[src/grp_consts.svh]
// Operation
// - GPS registers refresh once every second
// - Status light: steady, slow or fast flash
// - Four IO lines, each individually configurable
// - Digital input level stored in readable register
// - Digital output follows output register bit
// - Analogue lines converted every 100 ms automatically
// - Analogue results are eight bits wide
// - Bus address is 11010 plus two jumpers
// - Address LSB one reads, zero writes
// - Direction bit one input, zero output
// - Pointer auto-increments after each byte read
`ifndef GRP_CONSTS_SVH
`define GRP_CONSTS_SVH
// =====================================================================
// Register offsets (byte addresses)
`define GRP_OFS_DIR 8'h00
`define GRP_OFS_TYPE 8'h04
`define GRP_OFS_OUT 8'h08
`define GRP_OFS_IN 8'h0C
`define GRP_OFS_ADC0 8'h10
`define GRP_OFS_STAT 8'h20
`define GRP_OFS_ADDR 8'h24
`define GRP_OFS_PTR 8'h28
`define GRP_OFS_DATA 8'h2C
// =====================================================================
// Fields and reset values
`define GRP_DEV_ID 5'h1A
`define GRP_DIR_RST 4'hF
`define GRP_TYPE_RST 4'h0
`define GRP_OUT_RST 4'h0
`define GRP_ADDR_RST 8'h00
`define GRP_GPS_BYTES 40
`define GRP_NWR 6'h03
// =====================================================================
// Timing
`define GRP_CLK_HZ 20000000
`define GRP_TICK_MS 100
`define GRP_TICK_CYC (`GRP_CLK_HZ / 1000 * `GRP_TICK_MS)
`define GRP_SEC_TICKS 4'h9
`define GRP_SLOW_TICKS 3'h4
`endif

[src/grp_pkg.sv]
package grp_pkg;
	// Byte stream from the position receiver, same clock domain
	typedef struct packed {
		logic sof;
		logic vld;
		logic [7:0] dat;
		logic fix;
		logic moving;
	} grp_rx_t;
	// Conversion request to the 8-bit converter
	typedef struct packed {
		logic start;
		logic [1:0] chan;
	} grp_adc_req_t;
	// Conversion answer
	typedef struct packed {
		logic done;
		logic [7:0] data;
	} grp_adc_rsp_t;
	// Converter sequencer states
	typedef enum logic [1:0] {
		GRP_ADC_IDLE = 2'b00,
		GRP_ADC_REQ = 2'b01,
		GRP_ADC_WAIT = 2'b10
	} grp_adc_st_t;
endpackage : grp_pkg

[src/grp_top.sv]
// The implementer's own choices: the register addresses and the APB interface to the registers.
`timescale 1ns/10ps
`include "grp_consts.svh"
module grp_top #(
	parameter int TICK_CYC = `GRP_TICK_CYC
) (
	input wire logic pclk,
	input wire logic presetn,
	input wire logic psel,
	input wire logic penable,
	input wire logic pwrite,
	input wire logic [7:0] paddr,
	input wire logic [31:0] pwdata,
	output logic [31:0] prdata,
	output logic pready,
	output logic pslverr,
	input wire grp_pkg::grp_rx_t rx,
	output grp_pkg::grp_adc_req_t adc_req,
	input wire grp_pkg::grp_adc_rsp_t adc_rsp,
	input wire logic [1:0] addr_jmp,
	input wire logic [3:0] io_in,
	output logic [3:0] io_out,
	output logic [3:0] io_oe,
	output logic status_led
);
	import grp_pkg::*;

	// =================================================================
	// Declarations
	logic [3:0] dir_r, dir_nxt; // 1 = input
	logic [3:0] type_r, type_nxt; // 1 = analogue
	logic [3:0] out_r, out_nxt; // Output levels
	logic [3:0] in_r, in_nxt; // Sampled digital inputs
	logic [3:0] in_s1_r, in_s2_r; // Pin synchroniser
	logic [1:0] jmp_s1_r, jmp_s2_r; // Jumper synchroniser
	logic [7:0] addr_r, addr_nxt; // Last bus address byte
	logic [5:0] ptr_r, ptr_nxt; // Data port pointer
	logic [31:0] prdata_r, prdata_nxt;
	logic [7:0] shadow_r [`GRP_GPS_BYTES]; // Frame being received
	logic [7:0] live_r [`GRP_GPS_BYTES]; // Registers seen by software
	logic [7:0] adc_r [4]; // Conversion results
	logic [5:0] widx_r, widx_nxt; // Shadow fill index
	logic fix_r, fix_nxt, mov_r, mov_nxt;
	logic pfix_r, pfix_nxt, pmov_r, pmov_nxt; // Status of shadow frame
	logic [20:0] tick_cnt_r, tick_cnt_nxt;
	logic [3:0] sec_cnt_r, sec_cnt_nxt;
	logic [2:0] led_cnt_r, led_cnt_nxt;
	logic led_r, led_nxt;
	logic tick, sec_tick, full, copy;
	grp_adc_st_t st_r, st_nxt;
	logic [1:0] chan_r, chan_nxt;
	logic [3:0] ana;
	logic setup, acc_wr, acc_rd, mapped, match, rd_mode, sel_data;

	// =================================================================
	// APB decode
	// Zero wait states; an unmapped offset answers with an error
	assign setup = psel && !penable;
	assign acc_wr = psel && penable && pwrite;
	assign acc_rd = psel && penable && !pwrite;
	assign sel_data = (paddr == `GRP_OFS_DATA);
	assign mapped = (paddr == `GRP_OFS_DIR) || (paddr == `GRP_OFS_TYPE) ||
		(paddr == `GRP_OFS_OUT) || (paddr == `GRP_OFS_IN) ||
		(paddr[7:4] == 4'h1) || (paddr == `GRP_OFS_STAT) ||
		(paddr == `GRP_OFS_ADDR) || (paddr == `GRP_OFS_PTR) || sel_data;
	assign pready = 1'b1;
	assign pslverr = psel && penable && !mapped;
	assign prdata = prdata_r;
	// Data port opens only for our own address byte
	assign match = (addr_r[7:1] == {`GRP_DEV_ID, jmp_s2_r});
	assign rd_mode = addr_r[0];

	// =================================================================
	// Register file next state
	// Read data is captured in the setup cycle so it sits in a flop
	always_comb begin
		dir_nxt = dir_r;
		type_nxt = type_r;
		out_nxt = out_r;
		addr_nxt = addr_r;
		ptr_nxt = ptr_r;
		prdata_nxt = prdata_r;
		if (acc_wr) begin
			unique case (paddr)
				`GRP_OFS_DIR: dir_nxt = pwdata[3:0];
				`GRP_OFS_TYPE: type_nxt = pwdata[3:0];
				`GRP_OFS_OUT: out_nxt = pwdata[3:0];
				`GRP_OFS_ADDR: addr_nxt = pwdata[7:0];
				`GRP_OFS_PTR: ptr_nxt = pwdata[5:0];
				`GRP_OFS_DATA: begin
					// Write mode reaches the three setup registers
					if (match && !rd_mode) begin
						if (ptr_r == 6'h00) dir_nxt = pwdata[3:0];
						if (ptr_r == 6'h01) type_nxt = pwdata[3:0];
						if (ptr_r == 6'h02) out_nxt = pwdata[3:0];
						if (ptr_r < `GRP_NWR) ptr_nxt = ptr_r + 6'h01;
					end
				end
				default: begin
					// Read-only or unmapped: ignored
				end
			endcase
		end
		// Read mode pointer steps after each byte returned
		if (acc_rd && sel_data && match && rd_mode) begin
			ptr_nxt = ptr_r + 6'h01;
		end
		if (setup) begin
			prdata_nxt = 32'h0000_0000;
			unique case (paddr)
				`GRP_OFS_DIR: prdata_nxt[3:0] = dir_r;
				`GRP_OFS_TYPE: prdata_nxt[3:0] = type_r;
				`GRP_OFS_OUT: prdata_nxt[3:0] = out_r;
				`GRP_OFS_IN: prdata_nxt[3:0] = in_r;
				`GRP_OFS_STAT: prdata_nxt[4:0] =
					{led_r, mov_r, fix_r, match, rd_mode};
				`GRP_OFS_ADDR: prdata_nxt[7:0] = addr_r;
				`GRP_OFS_PTR: prdata_nxt[5:0] = ptr_r;
				`GRP_OFS_DATA: begin
					if (match && rd_mode &&
						ptr_r < 6'(`GRP_GPS_BYTES)) begin
						prdata_nxt[7:0] = live_r[ptr_r];
					end
				end
				default: begin
					if (paddr[7:4] == 4'h1) begin
						prdata_nxt[7:0] = adc_r[paddr[3:2]];
					end
				end
			endcase
		end
	end

	// Register file flops
	always_ff @(posedge pclk or negedge presetn) begin
		if (!presetn) begin
			dir_r <= `GRP_DIR_RST;
			type_r <= `GRP_TYPE_RST;
			out_r <= `GRP_OUT_RST;
			addr_r <= `GRP_ADDR_RST;
			ptr_r <= 6'h00;
			prdata_r <= 32'h0000_0000;
		end else begin
			dir_r <= dir_nxt;
			type_r <= type_nxt;
			out_r <= out_nxt;
			addr_r <= addr_nxt;
			ptr_r <= ptr_nxt;
			prdata_r <= prdata_nxt;
		end
	end

	// =================================================================
	// Pin port: synchronisers and digital input capture
	// Analogue and output lines read back as zero
	always_comb begin
		in_nxt = in_s2_r & dir_r & ~type_r;
	end

	always_ff @(posedge pclk or negedge presetn) begin
		if (!presetn) begin
			in_s1_r <= 4'h0;
			in_s2_r <= 4'h0;
			jmp_s1_r <= 2'h0;
			jmp_s2_r <= 2'h0;
			in_r <= 4'h0;
		end else begin
			in_s1_r <= io_in;
			in_s2_r <= in_s1_r;
			jmp_s1_r <= addr_jmp;
			jmp_s2_r <= jmp_s1_r;
			in_r <= in_nxt;
		end
	end

	// A zero direction bit drives the pin
	assign io_oe = ~dir_r;
	assign io_out = out_r;

	// =================================================================
	// Time base: 100 ms enable and one-second enable
	assign tick = (tick_cnt_r == 21'(TICK_CYC - 1));
	assign sec_tick = tick && (sec_cnt_r == `GRP_SEC_TICKS);

	always_comb begin
		tick_cnt_nxt = tick ? 21'h00_0000 : tick_cnt_r + 21'h00_0001;
		sec_cnt_nxt = sec_cnt_r;
		if (tick) begin
			sec_cnt_nxt = sec_tick ? 4'h0 : sec_cnt_r + 4'h1;
		end
	end

	always_ff @(posedge pclk or negedge presetn) begin
		if (!presetn) begin
			tick_cnt_r <= 21'h00_0000;
			sec_cnt_r <= 4'h0;
		end else begin
			tick_cnt_r <= tick_cnt_nxt;
			sec_cnt_r <= sec_cnt_nxt;
		end
	end

	// =================================================================
	// Position data: shadow fill and once-a-second publish
	// Only a complete frame is published, all bytes in one edge, so the
	// live registers never mix two refreshes
	assign full = (widx_r == 6'(`GRP_GPS_BYTES));
	assign copy = sec_tick && full;

	always_comb begin
		widx_nxt = widx_r;
		pfix_nxt = pfix_r;
		pmov_nxt = pmov_r;
		fix_nxt = fix_r;
		mov_nxt = mov_r;
		if (copy) begin
			fix_nxt = pfix_r;
			mov_nxt = pmov_r;
			widx_nxt = 6'h00;
		end
		// A start of frame restarts the fill
		if (rx.sof) begin
			widx_nxt = 6'h00;
		end else if (rx.vld && !full && !copy) begin
			widx_nxt = widx_r + 6'h01;
			pfix_nxt = rx.fix;
			pmov_nxt = rx.moving;
		end
	end

	always_ff @(posedge pclk or negedge presetn) begin
		if (!presetn) begin
			widx_r <= 6'h00;
			pfix_r <= 1'b0;
			pmov_r <= 1'b0;
			fix_r <= 1'b0;
			mov_r <= 1'b0;
		end else begin
			widx_r <= widx_nxt;
			pfix_r <= pfix_nxt;
			pmov_r <= pmov_nxt;
			fix_r <= fix_nxt;
			mov_r <= mov_nxt;
		end
	end

	// One byte lane per register
	for (genvar g = 0; g < `GRP_GPS_BYTES; g++) begin : g_gps
		always_ff @(posedge pclk or negedge presetn) begin
			if (!presetn) begin
				shadow_r[g] <= 8'h00;
				live_r[g] <= 8'h00;
			end else begin
				if (rx.vld && !rx.sof && !full && !copy &&
					widx_r == 6'(g)) begin
					shadow_r[g] <= rx.dat;
				end
				if (copy) begin
					live_r[g] <= shadow_r[g];
				end
			end
		end
	end

	// =================================================================
	// Status light
	// No fix forces steady on at once; flashing steps on the 100 ms tick
	always_comb begin
		led_nxt = led_r;
		led_cnt_nxt = led_cnt_r;
		if (!fix_r) begin
			led_nxt = 1'b1;
			led_cnt_nxt = 3'h0;
		end else if (tick && mov_r) begin
			led_nxt = !led_r;
			led_cnt_nxt = 3'h0;
		end else if (tick) begin
			led_cnt_nxt = led_cnt_r + 3'h1;
			if (led_cnt_r == `GRP_SLOW_TICKS) begin
				led_nxt = !led_r;
				led_cnt_nxt = 3'h0;
			end
		end
	end

	always_ff @(posedge pclk or negedge presetn) begin
		if (!presetn) begin
			led_r <= 1'b1;
			led_cnt_r <= 3'h0;
		end else begin
			led_r <= led_nxt;
			led_cnt_r <= led_cnt_nxt;
		end
	end
	assign status_led = led_r;

	// =================================================================
	// Converter sequencer: walks the lines once per 100 ms tick
	// A tick during a sweep is skipped rather than queued
	assign ana = dir_r & type_r;
	assign adc_req.start = (st_r == GRP_ADC_REQ) && ana[chan_r];
	assign adc_req.chan = chan_r;

	always_comb begin
		st_nxt = st_r;
		chan_nxt = chan_r;
		unique case (st_r)
			GRP_ADC_IDLE: begin
				if (tick) begin
					st_nxt = GRP_ADC_REQ;
					chan_nxt = 2'h0;
				end
			end
			GRP_ADC_REQ: begin
				if (ana[chan_r]) begin
					st_nxt = GRP_ADC_WAIT;
				end else begin
					chan_nxt = chan_r + 2'h1;
					if (chan_r == 2'h3) st_nxt = GRP_ADC_IDLE;
				end
			end
			GRP_ADC_WAIT: begin
				if (adc_rsp.done) begin
					chan_nxt = chan_r + 2'h1;
					st_nxt = (chan_r == 2'h3) ? GRP_ADC_IDLE : GRP_ADC_REQ;
				end
			end
		endcase
	end

	always_ff @(posedge pclk or negedge presetn) begin
		if (!presetn) begin
			st_r <= GRP_ADC_IDLE;
			chan_r <= 2'h0;
			for (int i = 0; i < 4; i++) adc_r[i] <= 8'h00;
		end else begin
			st_r <= st_nxt;
			chan_r <= chan_nxt;
			if (st_r == GRP_ADC_WAIT && adc_rsp.done) begin
				adc_r[chan_r] <= adc_rsp.data;
			end
		end
	end
endmodule : grp_top

[config.mk]
export PLATFORM = sky130hd
export DESIGN_NAME = grp_top
export DESIGN_NICKNAME = d
export VERILOG_FILES = /design/src/grp_pkg.sv /design/src/grp_top.sv
export VERILOG_INCLUDE_DIRS = /design/src
export SDC_FILE = /design/constraint.sdc
export NUM_CORES = 1
export LEC_CHECK = 0
export BUFFER_PORTS_ARGS = -buffer_cell sky130_fd_sc_hd__buf_2
export CORE_MARGIN = 5
export CORE_UTILIZATION = 45
export CTS_CLUSTER_DIAMETER = 50
export CTS_CLUSTER_SIZE = 16
export DETAILED_ROUTE_END_ITERATION = 12
export SYNTH_ARGS = -nofsm -noshare
export SYNTH_HDL_FRONTEND = slang
export SYNTH_SLANG_ARGS = --single-unit
export TNS_END_PERCENT = 10
[constraint.sdc]
create_clock -name pclk -period 7.4 [get_ports pclk]
set_input_delay 0.37 -clock pclk [delete_from_list [all_inputs] [get_ports pclk]]
set_output_delay 0.37 -clock pclk [all_outputs]
set_load 0.01 [all_outputs]
Word-level counts from Yosys, hierarchy flattened
Cells that the tools add are included.
W data, S select, Z words.
{"block": "totals", "elab_cells": 351, "romBits": 0, "out_inout_bits": 46, "n_memories": 0, "ramBits": 0, "ff_bits": 765, "latch_bits": 0, "in_bits": 72}
{"block": "op_classes", "n_mul": 0, "eq_ne": 69, "reduce_logical": 100, "n_mux": 54, "n_shift": 0, "n_lt_le_gt_ge": 7, "div_mod_pow": 0, "bitwise": 9, "addsub": 6}
{"operator": "$eq A6 B5 Y1 const B", "count": 16}
{"operator": "$logic_and A1 B1 Y1", "count": 62}
{"operator": "$mux W8", "count": 7}
{"operator": "$eq A6 B6 Y1 const B", "count": 9}
{"operator": "$bmux W8 S6", "count": 1}
{"operator": "$eq A6 B4 Y1 const B", "count": 8}
{"operator": "$mux W6", "count": 7}
{"operator": "$bwmux W32", "count": 1}
{"operator": "$eq A8 B6 Y1 const B", "count": 4}
{"operator": "$pmux W4 S8", "count": 1}
{"operator": "$mux W4", "count": 7}
{"operator": "$eq A6 B3 Y1 const B", "count": 4}
{"operator": "$pmux W4 S2", "count": 3}
{"operator": "$add A21 B1 Y21 const B", "count": 1}
{"operator": "$eq A21 B21 Y1 const B", "count": 1}
{"operator": "$mux W21", "count": 1}
{"operator": "$eq A6 B2 Y1 const B", "count": 3}
{"operator": "$pmux W2 S3", "count": 3}
{"operator": "$bmux W8 S2", "count": 1}
{"operator": "$demux W8 S2", "count": 1}
{"operator": "$eq A8 B4 Y1 const B", "count": 2}
{"operator": "$reduce_and A4 Y1", "count": 4}
{"operator": "$ne A3 B1 Y1 const B", "count": 5}
{"operator": "$mux W2", "count": 7}
{"operator": "43 further kinds", "count": 86}

Depth between registers and ports, before layout
Gate-level depths: netlist of the first run.
{"block": "depth", "word_depth": 11, "mapped_depth": 10, "mapped_depth_nobuf": 8}

Least setup slack after synthesis of the first run
OpenSTA, ideal clock, no wires.
{"block": "synth_timing", "kind": "reg2reg", "start": "register widx_r[0]", "end": "register live_r[100] (netlist bit)", "setup_ns": 0.125, "stages_incl_launch_ff": 10, "path_slack_ns": 4.949, "period_less_slack_ns": 2.451, "arrival_ns": 2.327, "required_time_ns": 7.275, "cell_sequence": "dfrtp_1 inv_1 ha_1 clkbuf_1 nand2_1 or4b_1 nor3_2 buf_2 buf_4 mux2_2"}
{"block": "synth_between", "elab_chain_cells": 2}
{"element": "from (decl)", "line": "grp_top.sv:42", "rtl": "logic [5:0] widx_r, widx_nxt;"}
{"element": "from (signal assigned)", "line": "grp_top.sv:239", "rtl": "widx_r <= widx_nxt;"}
{"element": "$eq A6 B6 Y1", "line": "grp_top.sv:207", "rtl": "assign full = (widx_r == 6'(`GRP_GPS_BYTES));"}
{"element": "$logic_and A1 B1 Y1", "line": "grp_top.sv:208", "rtl": "assign copy = sec_tick && full;"}
{"element": "to (signal, indexed assignment)", "line": "grp_top.sv:259", "rtl": "live_r[g] <= shadow_r[g];"}
{"element": "to (decl)", "line": "grp_top.sv:40", "rtl": "logic [7:0] live_r [`GRP_GPS_BYTES];"}
No other way between the ends.
A chain may end at the register's enable or synchronous reset.

Worst setup path after layout of the first run
{"block": "layout_timing", "start": "register widx_r[0]", "end": "register widx_r[4]"}
{"block": "layout_between", "elab_chain_cells": 6}
{"element": "branches (longest 6 deep; another with $add A6 B1 Y6)"}
Parallel ways; which one is timed is not known.

==> metrics.md, run 1 <==
| Metric | Value |
|---|---|
| H-tree depth | 3 |
| RSZ-0062 raised after global routing | false |
| Port bufs | about 70 |
| WL per Instance | ~23 microns |
| Cell Area, Synth | 32910 sq um |
| Final #Nets | 2363 |
| Finished Core Util | 0.5077 |
| Core area | around 73000 sq um |
| CTS tree | built |
| XOR/XNOR Fraction of Synth Area | 0.005323 |
| Reg2reg end | widx_r[4]$_DFFE_PN0P_ |
| Worst Hold Launch | pwdata[5] |
| Die ar. | ~80000 sq um |
| First-pass GRT wire length | between 100 and 150 mm |
| Hold WC Path Type | input port to flip-flop |
| Worst clock skew | ~0.027 ns |
| Reg2reg setup slack | ~3.8 ns |
| Critical Path Max Stage Delay | 0.66 ns |
| Skew-Pair Late Insertion Delay | slightly above 0.6 ns |
| Worst slew pin tran | roughly 1.3 ns |
| DR pass1 iterations | 7 |
| Max Fclk | between 200 and 300 MHz |
| Most frequent cells in the layout | 757 x dfrtp_1, 706 x mux2_2, 87 x mux4_2 |
| Final Cycle Share | 0.4911 |
| Mean post-synth cell area | between 10 and 15 sq um |
| Commonest non-fill, non-tap cell in the layout | dfrtp_1 |
| Crit path DAT | between 4 and 5 ns |
| Largest family of logic cells by synthesized area | multiplexers |
| Clock-pin slew on the worst setup and hold paths | approximately 0.060 ns |
| Critical path class | flip-flop to flip-flop |
| Hold Fails Final Rpt | 0 |
| DRC | 0 |
| Slew Limit Headroom | 0.1130 |
| Max Transition Viols Final | 0 |
| Share of layout cells above drive strength 1 | 0.4459 |
| Critical Path Stages | 9 |
| Chip height | approximately 280 microns |
| Async set or reset register ratio after synthesis | 1.000 |
| Vias per cell | between 5 and 6 |
| Post-layout min period | 3.634 ns |
| Worst r2r path cells | 9 |
| Post-synthesis mux area share | 0.3097 |
| Worst Setup End Kind | flip-flop |
| RR Startpoint | widx_r[0]$_DFFE_PN0P_ |
| IO Pins | between 100 and 150 |
| Max VDD drop | around 0.18 mV |
| CP max-delay cell | or4b_1 |
| # rows | 99 |
| Worst-path cell chain | inv_1 -> ha_1 -> nand2_1 -> or4b_1 -> nor3_4 -> buf_12 -> nor2_1 -> or3_1 -> a21oi_1 |
| Worst path bufs/invs | 2 |
| CTS Buffer Depth | 3 |
| Num CTS Buffers | 83 |
| Post-synth EDFFs | 0 |
| Leak | between 15 and 20 nW |
| Post-Synth Adder-Cell Area | 0.007605 |
| Synth Area in Simple Gates | 0.04361 |
| Total Wirelength | ~74 mm |
| Status | finished, final reports clean |
| CTS Root Buffer Type | clkbuf_16 |
| Tot GR Track Use | 0.1911 |
| Fill cells | 6085 |
| Sequential fraction of the synthesis area | 0.5819 |
| Vias in the first global route | ~20000 |
| Dpl hpwl | between 40 and 50 mm |
| CP required | 7.94 ns |
| Fin Setup TNS | 0 ns |
| Final setup violation count | 0 |
| Synth Warn # | 0 |
| Grt ovf | 0 |
| Largest net degree at the start of global routing | about 190 |
| Area growth syn-to-layout | 12.17% |
| Max-cap violations | 0 |
| Power per standard cell area | 238.9 nW/um^2 |
| GPL Wtd Cong | around 0.82 |
| Flops & latches, synth | between 700 and 800 |
| Startpoint Class | flip-flop |
| Antenna-violating nets left | 0 |
| Initial antenna violation count | 1 |
| Via Count | ~18000 |
| Crit path to | widx_r[4]$_DFFE_PN0P_ |
| Post-CTS Setup Inserts | 0 |
| Post-synthesis compound-gate area fraction | 0.02354 |
| Initial DRC count | ~1100 |
| Starting Density | 0.4526 |
| Crit-path leading delay family | simple AND/OR/NAND/NOR gates |
| Netlist cell types | a little under 70 |
| Hold path depth | 2 |
| Crit path from | widx_r[0]$_DFFE_PN0P_ |
| Worst hold margin | about 0.034 ns |
| Synth Instances | between 2000 and 2500 |
| Sink Count | 765 |
| CP max FO | 158 |
| Die width | 280.4 microns |
| Primary FF master, synth | dfrtp_1 |
[registers in the layout, indices dropped and copies added, names as in the netlist, 6 cells and up]
signal,count
tick_cnt_r,21
prdata,8
widx_r,6
addr_r,8
live_r,320
shadow_r,320
ptr_r,6
adc_r,32
[worst min-delay path by stage]
stage | endpoint | slack (ns)
final | addr_r[5]$_DFFE_PN0P_ | 0.03
after global routing | adc_r[20]$_DFFE_PN0P_ | 0.02
after CTS | adc_r[20]$_DFFE_PN0P_ | 0.002
after detailed placement | jmp_s2_r[1]$_DFF_PN0_ | 0.34
after global placement | jmp_s2_r[1]$_DFF_PN0_ | 0.34
after floorplan | adc_r[0]$_DFFE_PN0P_ | 0.07
[power by group]
group          switching [mW]  leakage (nW)  internal [mW]
logic                   0.218          5.94          0.103
registers              0.0421          10.5           4.25
clock network            1.84          1.35           2.36
total                    2.10          17.8           6.72
[logic make-up after synthesis]
kind of cell | Yosys count
DFF | 765
adders and majority gates | 20
muxes | 821
xor gates and xnor gates | 20
and+or+nand+nor | 287
buffers and inverters | 176
AOI/OAI and AO/OA | 120
other | 2
[metal layers]
layer | track usage | wire length, microns | share of wire
met1 | 0.2743 | 34300 | 0.46
met2 | 0.3045 | 35140 | 0.47
met3 | 0.03154 | 3173 | 0.043
met4 | 0.05524 | 1785 | 0.024
met5 | 0 | 0 | 0
[timing repair]
item | 4_1_cts | 5_1_grt
hold buffers | 17 | 0
endpoints found under the hold margin | 135 | 0
gates resized for setup | 0 | 0
endpoints found under the setup margin | 0 | 0
[synthesized netlist by cell type, types with 4 or more instances]
master / number / area share
dfrtp_1: 760 / 0.58
mux2_2: 706 / 0.24
mux4_2: 87 / 0.060
nand2_1: 83 / 0.0095
clkbuf_1: 64 / 0.0073
buf_4: 61 / 0.014
nor2_1: 61 / 0.0070
nand3_1: 46 / 0.0070
a21oi_1: 33 / 0.0050
o21ai_0: 32 / 0.0049
mux2i_1: 28 / 0.0085
inv_1: 23 / 0.0026
buf_2: 22 / 0.0033
ha_1: 20 / 0.0076
nor3_1: 19 / 0.0029
nand4_1: 12 / 0.0023
xnor2_1: 11 / 0.0029
nor2b_1: 10 / 0.0019
xor2_1: 9 / 0.0024
or3_1: 8 / 0.0015
a22o_1: 6 / 0.0016
a22oi_1: 6 / 0.0014
and2_1: 6 / 0.0011
and3_1: 6 / 0.0011
a211oi_1: 5 / 0.0011
dfstp_2: 5 / 0.0040
a221oi_1: 4 / 0.0011
and3b_1: 4 / 0.0011
buf_1: 4 / 0.00046
nand2b_1: 4 / 0.00076
o22ai_1: 4 / 0.00076
[metrics by stage]
stage          power [mW]  setup slack, ns  cells  area, sq um
6_report            8.817            3.766   3297        36910
5_1_grt             9.169            3.568   3296        36910
4_1_cts             8.949            3.797   3296        36910
3_5_place_dp        4.697            3.814   3128        33940
3_3_place_gp        4.681            3.880   3128        33940
2_1_floorplan       4.522            4.949   2234        32990
[layout make-up]
cell class	count	area, sq um	share of cell area
repair buffers	104	738.2	0.02000
diodes	1	2.502	0.00006779
clock inverters	60	641.9	0.01739
well taps	959	1200	0.03251
flip-flops and latches	765	19160	0.5189
inverters	24	90.09	0.002441
clock buffers	91	2160	0.05850
multi-input cells	1293	12920	0.3501
(Power assumes the default switching activity.)
==> run 2: changes to the inputs <==
clock period = 3.24 ns   (was 7.4 ns; I/O delays follow)
==> run 2 against run 1 <==
Routed wire length up 5.0%; register-to-register slack worse by 3.6 ns; combinational power rose to 2.5 times the previous value; fmax up 19%; global-route usage up 0.89 points; highest routed layer unchanged; largest cell class unchanged; worst hold slack better by 0.024 ns; largest power group is now clock; flip-flop and latch count unchanged; sequential share of layout area down 1.6 points; power up 140%; critical endpoint is now live_r[137]$_DFFE_PN0P_; clock power up 140%; non-clock buffer count up 95; critical path depth down 1.
==> metrics.md, run 2 (synthesized netlist as in run 1, its figures left out) <==
| Metric | Value |
|---|---|
| Fill cells | 6005 (-1.3%) |
| Fin Setup TNS | 0 ns (unchanged) |
| Initial antenna violation count | 3 (+2) |
| Startpoint Class | flip-flop |
| Worst Setup End Kind | flip-flop |
| Leak | 18.47 nW (+3.7%) |
| First-pass GRT wire length | 122.7 mm (+4.1%) |
| Largest regs | live_r (320), shadow_r (320), adc_r (32) |
| Hold Fails Final Rpt | 0 (unchanged) |
| Max Fclk | 327.6 MHz (+19%) |
| Combinational power share | 0.039 (+0.003) |
| Most frequent cells in the layout | 757 x dfrtp_1, 706 x mux2_2, 89 x clkbuf_16 |
| Post-CTS Setup Inserts | 0 (unchanged) |
| Final Cycle Share | 0.9423 (+0.4512) |
| CTS Buffer Depth | 3 (unchanged) |
| NetSw | 5.016 mW (+140%) |
| Most used routing layer | met2 |
| Pint | 15.71 mW (+130%) |
| # rows | 99 (unchanged) |
| GPL Wtd Cong | 0.8497 (+4.1%) |
| Num CTS Buffers | 88 (+6.0%) |
| Port bufs | 68 (unchanged) |
| Slew Limit Headroom | 0.2427 (+0.1298) |
| CTS tree | built |
| CP max FO | 45 (-72%) |
| Antenna-violating nets left | 0 (unchanged) |
| Post-route cell area | 38080 sq um (+3.2%) |
| Worst clock skew | 0.04029 ns (+0.01351 ns) |
| Placed cells | 3211 (+2.7%) |
| Critical path class | flip-flop to flip-flop |
| Core area | 72710 sq um (unchanged) |
| Post-layout min period | 3.053 ns (-0.5811 ns) |
| Placed Area | 34760 sq um (+2.4%) |
| Worst slew pin tran | 1.136 ns (-0.1897 ns) |
| Dpl hpwl | 50.36 mm (+11%) |
| Commonest non-fill, non-tap cell in the layout | dfrtp_1 |
| Final #Nets | 2463 (+4.2%) |
| DR pass1 iterations | 5 (-2) |
| Sink Count | 765 (unchanged) |
| DRC | 0 (unchanged) |
| Register share of total power | 0.474 (-0.013) |
| M2 GR Usage | 0.3219 (+0.01735) |
| Clock-pin slew on the worst setup and hold paths | 0.06 ns (about the same) |
| GR Util met1 | 0.2845 (+0.01022) |
| Met3 Track Usage GR | 0.03628 (+0.004743) |
| Status | finished, final reports clean |
| Clock network power share | 0.487 (+0.011) |
| Via Count | 18878 (+2.5%) |
| Power per standard cell area | 544.4 nW/um^2 (+130%) |
| Die ar. | 78630 sq um (unchanged) |
| Tot GR Track Use | 0.2000 (+0.008904) |
| Max-cap violations | 0 (unchanged) |
| Total Wirelength | 78.14 mm (+5.0%) |
| Finished Layout Cells | 3405 (+3.3%) |
| Largest net degree at the start of global routing | 96 (-50%) |
| Max Transition Viols Final | 0 (unchanged) |
| Vias per cell | 5.544 (-0.79%) |
| Area growth syn-to-layout | 15.71% |
| Die width | 280.4 microns (unchanged) |
| Final setup violation count | 0 (unchanged) |
| IO Pins | 118 (unchanged) |
| Hold WC Path Type | input port to flip-flop |
| Vias in the first global route | 20224 (+2.6%) |
| CP required | 3.74 ns (-4.20 ns) |
| Sw Ratio | 0.2420 (+0.004007) |
| Initial DRC count | 1028 (-5.5%) |
| Share of layout cells above drive strength 1 | 0.4648 (+0.01894) |
| RSZ-0062 raised after global routing | false |
| CTS Root Buffer Type | clkbuf_16 |
| H-tree depth | 3 (unchanged) |
| Starting Density | 0.4526 (unchanged) |
| WL per Instance | 22.95 microns (+1.7%) |
| Crit path DAT | 3.56 ns (-0.61 ns) |
| Skew-Pair Late Insertion Delay | 0.66 ns (+0.04 ns) |
| Chip height | 280.4 microns (unchanged) |
| Max VDD drop | 0.3558 mV (+94%) |
| Grt ovf | 0 (unchanged) |
run 2: layout make-up:
type | count | area (sq um) | area share
Antenna cell | 2 | 5.005 | 0.0001314
Sequential cell | 765 | 19160 | 0.5031
Clock inverter | 65 | 729.5 | 0.01916
Clock buffer | 98 | 2291 | 0.06016
Tap cell | 959 | 1200 | 0.03151
Inverter | 24 | 90.09 | 0.002366
Multi-Input combinational cell | 1293 | 12920 | 0.3394
Timing Repair Buffer | 199 | 1682 | 0.04416
run 2: per-layer routing:
| metal | wire, microns | vias to the layer above |
|---|---|---|
| met5 | 0 | - |
| met4 | 1954 | 0 |
| met3 | 3252 | 122 |
| met2 | 37030 | 351 |
| met1 | 35900 | 10049 |
| li1 | - | 8356 |
run 2: repair_timing:
| action | in CTS | in global routing |
|---|---|---|
| endpoints found under the hold margin | 150 | 0 |
| endpoints found under the setup margin | 0 | 0 |
| hold buffers | 29 | 0 |
| gates resized for setup | 0 | 0 |
run 2: through the flow:
step / power [mW] / utilization / setup slack, ns / hold slack, ns
after floorplan: 10.33 / - / 0.7887 / -0.1336
after global placement: 10.76 / 0.4781 / 0.2545 / 0.2706
after detailed placement: 10.79 / 0.4781 / 0.2590 / 0.2727
after CTS: 20.99 / 0.5236 / 0.2271 / 0.01848
after global routing: 21.48 / 0.5236 / 0.1301 / 0.04402
final: 20.73 / 0.5237 / 0.1871 / 0.05766
run 2: critical path, cell delays in order (launching register included):
cell and delay, ns:
dfrtp_1 0.40, inv_1 0.07, ha_1 0.17, and3b_1 0.34, or4b_1 0.64, nor3_4 0.31
buf_12 0.30, buf_12 0.25, mux2_2 0.36
run 2: power by group through the flow:
stage                     Sequential (mW)  Clock [mW]  Combinational [mW]
after CTS                            9.81        10.3               0.830
after detailed placement             9.99           0               0.800
after floorplan                      9.95           0               0.377
final                                9.82        10.1               0.813
after global placement               9.98           0               0.775
after global routing                 9.83        10.8               0.902
run 2: worst paths after layout:
kind / slack (ns) / to / cells past startpoint / startpoint
max: 0.19 / live_r[137]$_DFFE_PN0P_ / 8 / sec_cnt_r[1]$_DFFE_PN0N_
min reg2reg: 0.36 / in_s2_r[2]$_DFF_PN0_ / 0 / in_s1_r[2]$_DFF_PN0_
min: 0.06 / widx_r[5]$_DFFE_PN0P_ / 4 / rx[10]
min in group asynchronous: 0.21 / live_r[116]$_DFFE_PN0P_ / 2 / presetn
max reg2reg: 0.19 / live_r[137]$_DFFE_PN0P_ / 8 / sec_cnt_r[1]$_DFFE_PN0N_
max in group asynchronous: 1.95 / shadow_r[161]$_DFFE_PN0P_ / 3 / presetn
==> run 3: changes to the inputs <==
clock period = 2.9 ns   (was 3.24 ns; I/O delays follow)
==> run 3 against run 2 <==
Largest power group is now registers; largest cell class unchanged; setup slack worse by 0.033 ns; clock power up 7%; power up 9.2%; utilization down 0.18 points; combinational power up 12%.
==> metrics.md, run 3 (synthesized netlist as in run 1, its figures left out) <==
| Metric | Value |
|---|---|
| Status | finished, final reports clean |
| Commonest non-fill, non-tap cell in the layout | dfrtp_1 |
| Sink Count | 765 (unchanged) |
| Finished Core Util | 0.5218 (-0.001842) |
| Max Fclk | 364.2 MHz (+11%) |
| RR Startpoint | sec_cnt_r[1]$_DFFE_PN0N_ |
| Port bufs | 68 (unchanged) |
| Hold Fails Final Rpt | 0 (unchanged) |
| WL per Instance | 22.64 microns (-1.4%) |
| Worst slew pin tran | 1.056 ns (-0.08033 ns) |
| # rows | 99 (unchanged) |
| Final Cycle Share | 0.9469 (+0.004636) |
| CTS tree | built |
| H-tree depth | 3 (unchanged) |
| Crit-path leading delay family | simple AND/OR/NAND/NOR gates |
| Grt ovf | 0 (unchanged) |
| Worst Hold End | widx_r[5]$_DFFE_PN0P_ |
| Multi-input gate area | 12940 sq um (+0.11%) |
| CTS Buffer Depth | 3 (unchanged) |
| Total Wirelength | 76.98 mm (-1.5%) |
| Via Count | 18942 (+0.34%) |
| Critical Path Max Stage Delay | 0.55 ns (-0.09 ns) |
| CP required | 3.39 ns (-0.35 ns) |
| Fill cells | 6047 (+0.70%) |
| RSZ-0062 raised after global routing | false |
| Fin Setup TNS | 0 ns (unchanged) |
| CP max FO | 34 (-24%) |
| Max VDD drop | 0.4827 mV (+36%) |
| Power per standard cell area | 596.8 nW/um^2 (+9.6%) |
| Vias per cell | 5.570 (+0.46%) |
| Leak | 18.39 nW (-0.42%) |
| Die width | 280.4 microns (unchanged) |
| Worst r2r path cells | 8 (unchanged) |
| Initial antenna violation count | 1 (-2) |
| Worst Hold Launch | rx[10] |
| Largest net degree at the start of global routing | 99 (+3.1%) |
| IO Pins | 118 (unchanged) |
| Starting Density | 0.4526 (unchanged) |
| Clock-pin slew on the worst setup and hold paths | 0.06 ns (about the same) |
| Vias in the first global route | 20282 (+0.29%) |
| Die ar. | 78630 sq um (unchanged) |
| CP most frequent cell | buf_12 |
| Post-layout min period | 2.746 ns (-0.3069 ns) |
| DR pass1 iterations | 5 (unchanged) |
| Skew-Pair Late Insertion Delay | 0.63 ns (-0.03 ns) |
| FF/Latch Area | 19160 sq um (unchanged) |
| Crit path DAT | 3.24 ns (-0.32 ns) |
| Critical path class | flip-flop to flip-flop |
| Reg2reg end | live_r[282]$_DFFE_PN0P_ |
| Slew Limit Headroom | 0.2963 (+0.05356) |
| Final #Nets | 2465 (+0.081%) |
| First-pass GRT wire length | 122.0 mm (-0.57%) |
| DRC | 0 (unchanged) |
| Num CTS Buffers | 83 (-5.7%) |
| Dpl hpwl | 49.71 mm (-1.3%) |
| Final setup violation count | 0 (unchanged) |
| Most frequent cells in the layout | 757 x dfrtp_1, 706 x mux2_2, 87 x mux4_2 |
| Max-cap violations | 0 (unchanged) |
| Worst hold margin | 0.05968 ns (+0.002025 ns) |
| Worst-path cell chain | inv_1 -> ha_1 -> and3b_2 -> or4b_4 -> nor3_4 -> buf_12 -> buf_12 -> mux2_2 |
| Antenna-violating nets left | 0 (unchanged) |
| Worst Setup End Kind | flip-flop |
| Core area | 72710 sq um (unchanged) |
| Startpoint Class | flip-flop |
| Worst clock skew | 0.02686 ns (-0.01343 ns) |
| Area growth syn-to-layout | 15.31% |
| CP max-delay cell | or4b_4 |
| Placed Area | 34810 sq um (+0.13%) |
| Max Transition Viols Final | 0 (unchanged) |
| Share of layout cells above drive strength 1 | 0.4646 (about the same) |
| Worst path bufs/invs | 3 (unchanged) |
| Chip height | 280.4 microns (unchanged) |
| CTS Root Buffer Type | clkbuf_16 |
| Largest regs | live_r (320), shadow_r (320), adc_r (32) |
| Post-route cell area | 37940 sq um (-0.35%) |
| Reg2reg setup slack | 0.15 ns (-0.03 ns) |
| Hold WC Path Type | input port to flip-flop |
| Initial DRC count | 1212 (+18%) |
| GPL Wtd Cong | 0.8498 (about the same) |
| Tot GR Track Use | 0.1979 (-0.002121) |
| Hold path depth | 4 (unchanged) |
run 3: how the worst max path moves through the flow:
stage | from | endpoint | cells after the start
4_1_cts | sec_cnt_r[1]$_DFFE_PN0N_ | live_r[260]$_DFFE_PN0P_ | 8
5_1_grt | sec_cnt_r[1]$_DFFE_PN0N_ | live_r[276]$_DFFE_PN0P_ | 8
2_1_floorplan | widx_r[0]$_DFFE_PN0P_ | live_r[100]$_DFFE_PN0P_ | 9
6_report | sec_cnt_r[1]$_DFFE_PN0N_ | live_r[282]$_DFFE_PN0P_ | 8
3_5_place_dp | ptr_r[2]$_DFFE_PN0P_ | prdata[1]$_DFFE_PN0P_ | 7
3_3_place_gp | ptr_r[2]$_DFFE_PN0P_ | prdata[1]$_DFFE_PN0P_ | 7
run 3: where the power goes:
part	total [mW]	internal [mW]	switching, mW
clock network	10.8	6.05	4.73
registers	10.9	10.9	0.0952
logic	0.914	0.319	0.594
total	22.6	17.2	5.42
run 3: stage by stage:
stage / total power [mW] / std cells / worst slack [ns]
2_1_floorplan: 11.54 / 2234 / 0.4487
3_3_place_gp: 12.01 / 3217 / -0.1433
3_5_place_dp: 12.05 / 3217 / -0.1506
4_1_cts: 22.92 / 3400 / 0.02151
5_1_grt: 23.44 / 3400 / 0.05691
6_report: 22.65 / 3401 / 0.1540
run 3: cell type report:
cell class	count	share of cell area
inverter	24	0.002374
timing repair buffer	206	0.04577
antenna	1	0.00006595
tap	959	0.03162
clock inverter	53	0.01464
sequential	765	0.5048
multi-input combinational	1293	0.3410
clock buffer	100	0.05968
run 3: what timing repair did:
item / CTS / global route
setup endpoints to repair: 1 / 285
hold buffers: 30 / 0
gates resized for setup: 2 / 3
hold endpoints to repair: 128 / 0
buffers inserted: 0 / 0
run 3: per-layer routing:
layer	track usage	wire length, microns	up-vias
met2	0.3271	37350	381
met5	0	0	-
met1	0.2809	35070	10087
met4	0.04545	1563	0
li1	-	-	8373
met3	0.02946	2992	101
run 3: worst reg2reg max path, stage by stage, from the launching register on:
cell     delay, ns
dfrtp_1       0.41
inv_1         0.08
ha_1          0.19
and3b_2       0.29
or4b_4        0.55
nor3_4        0.20
buf_12        0.26
buf_12        0.28
mux2_2        0.39
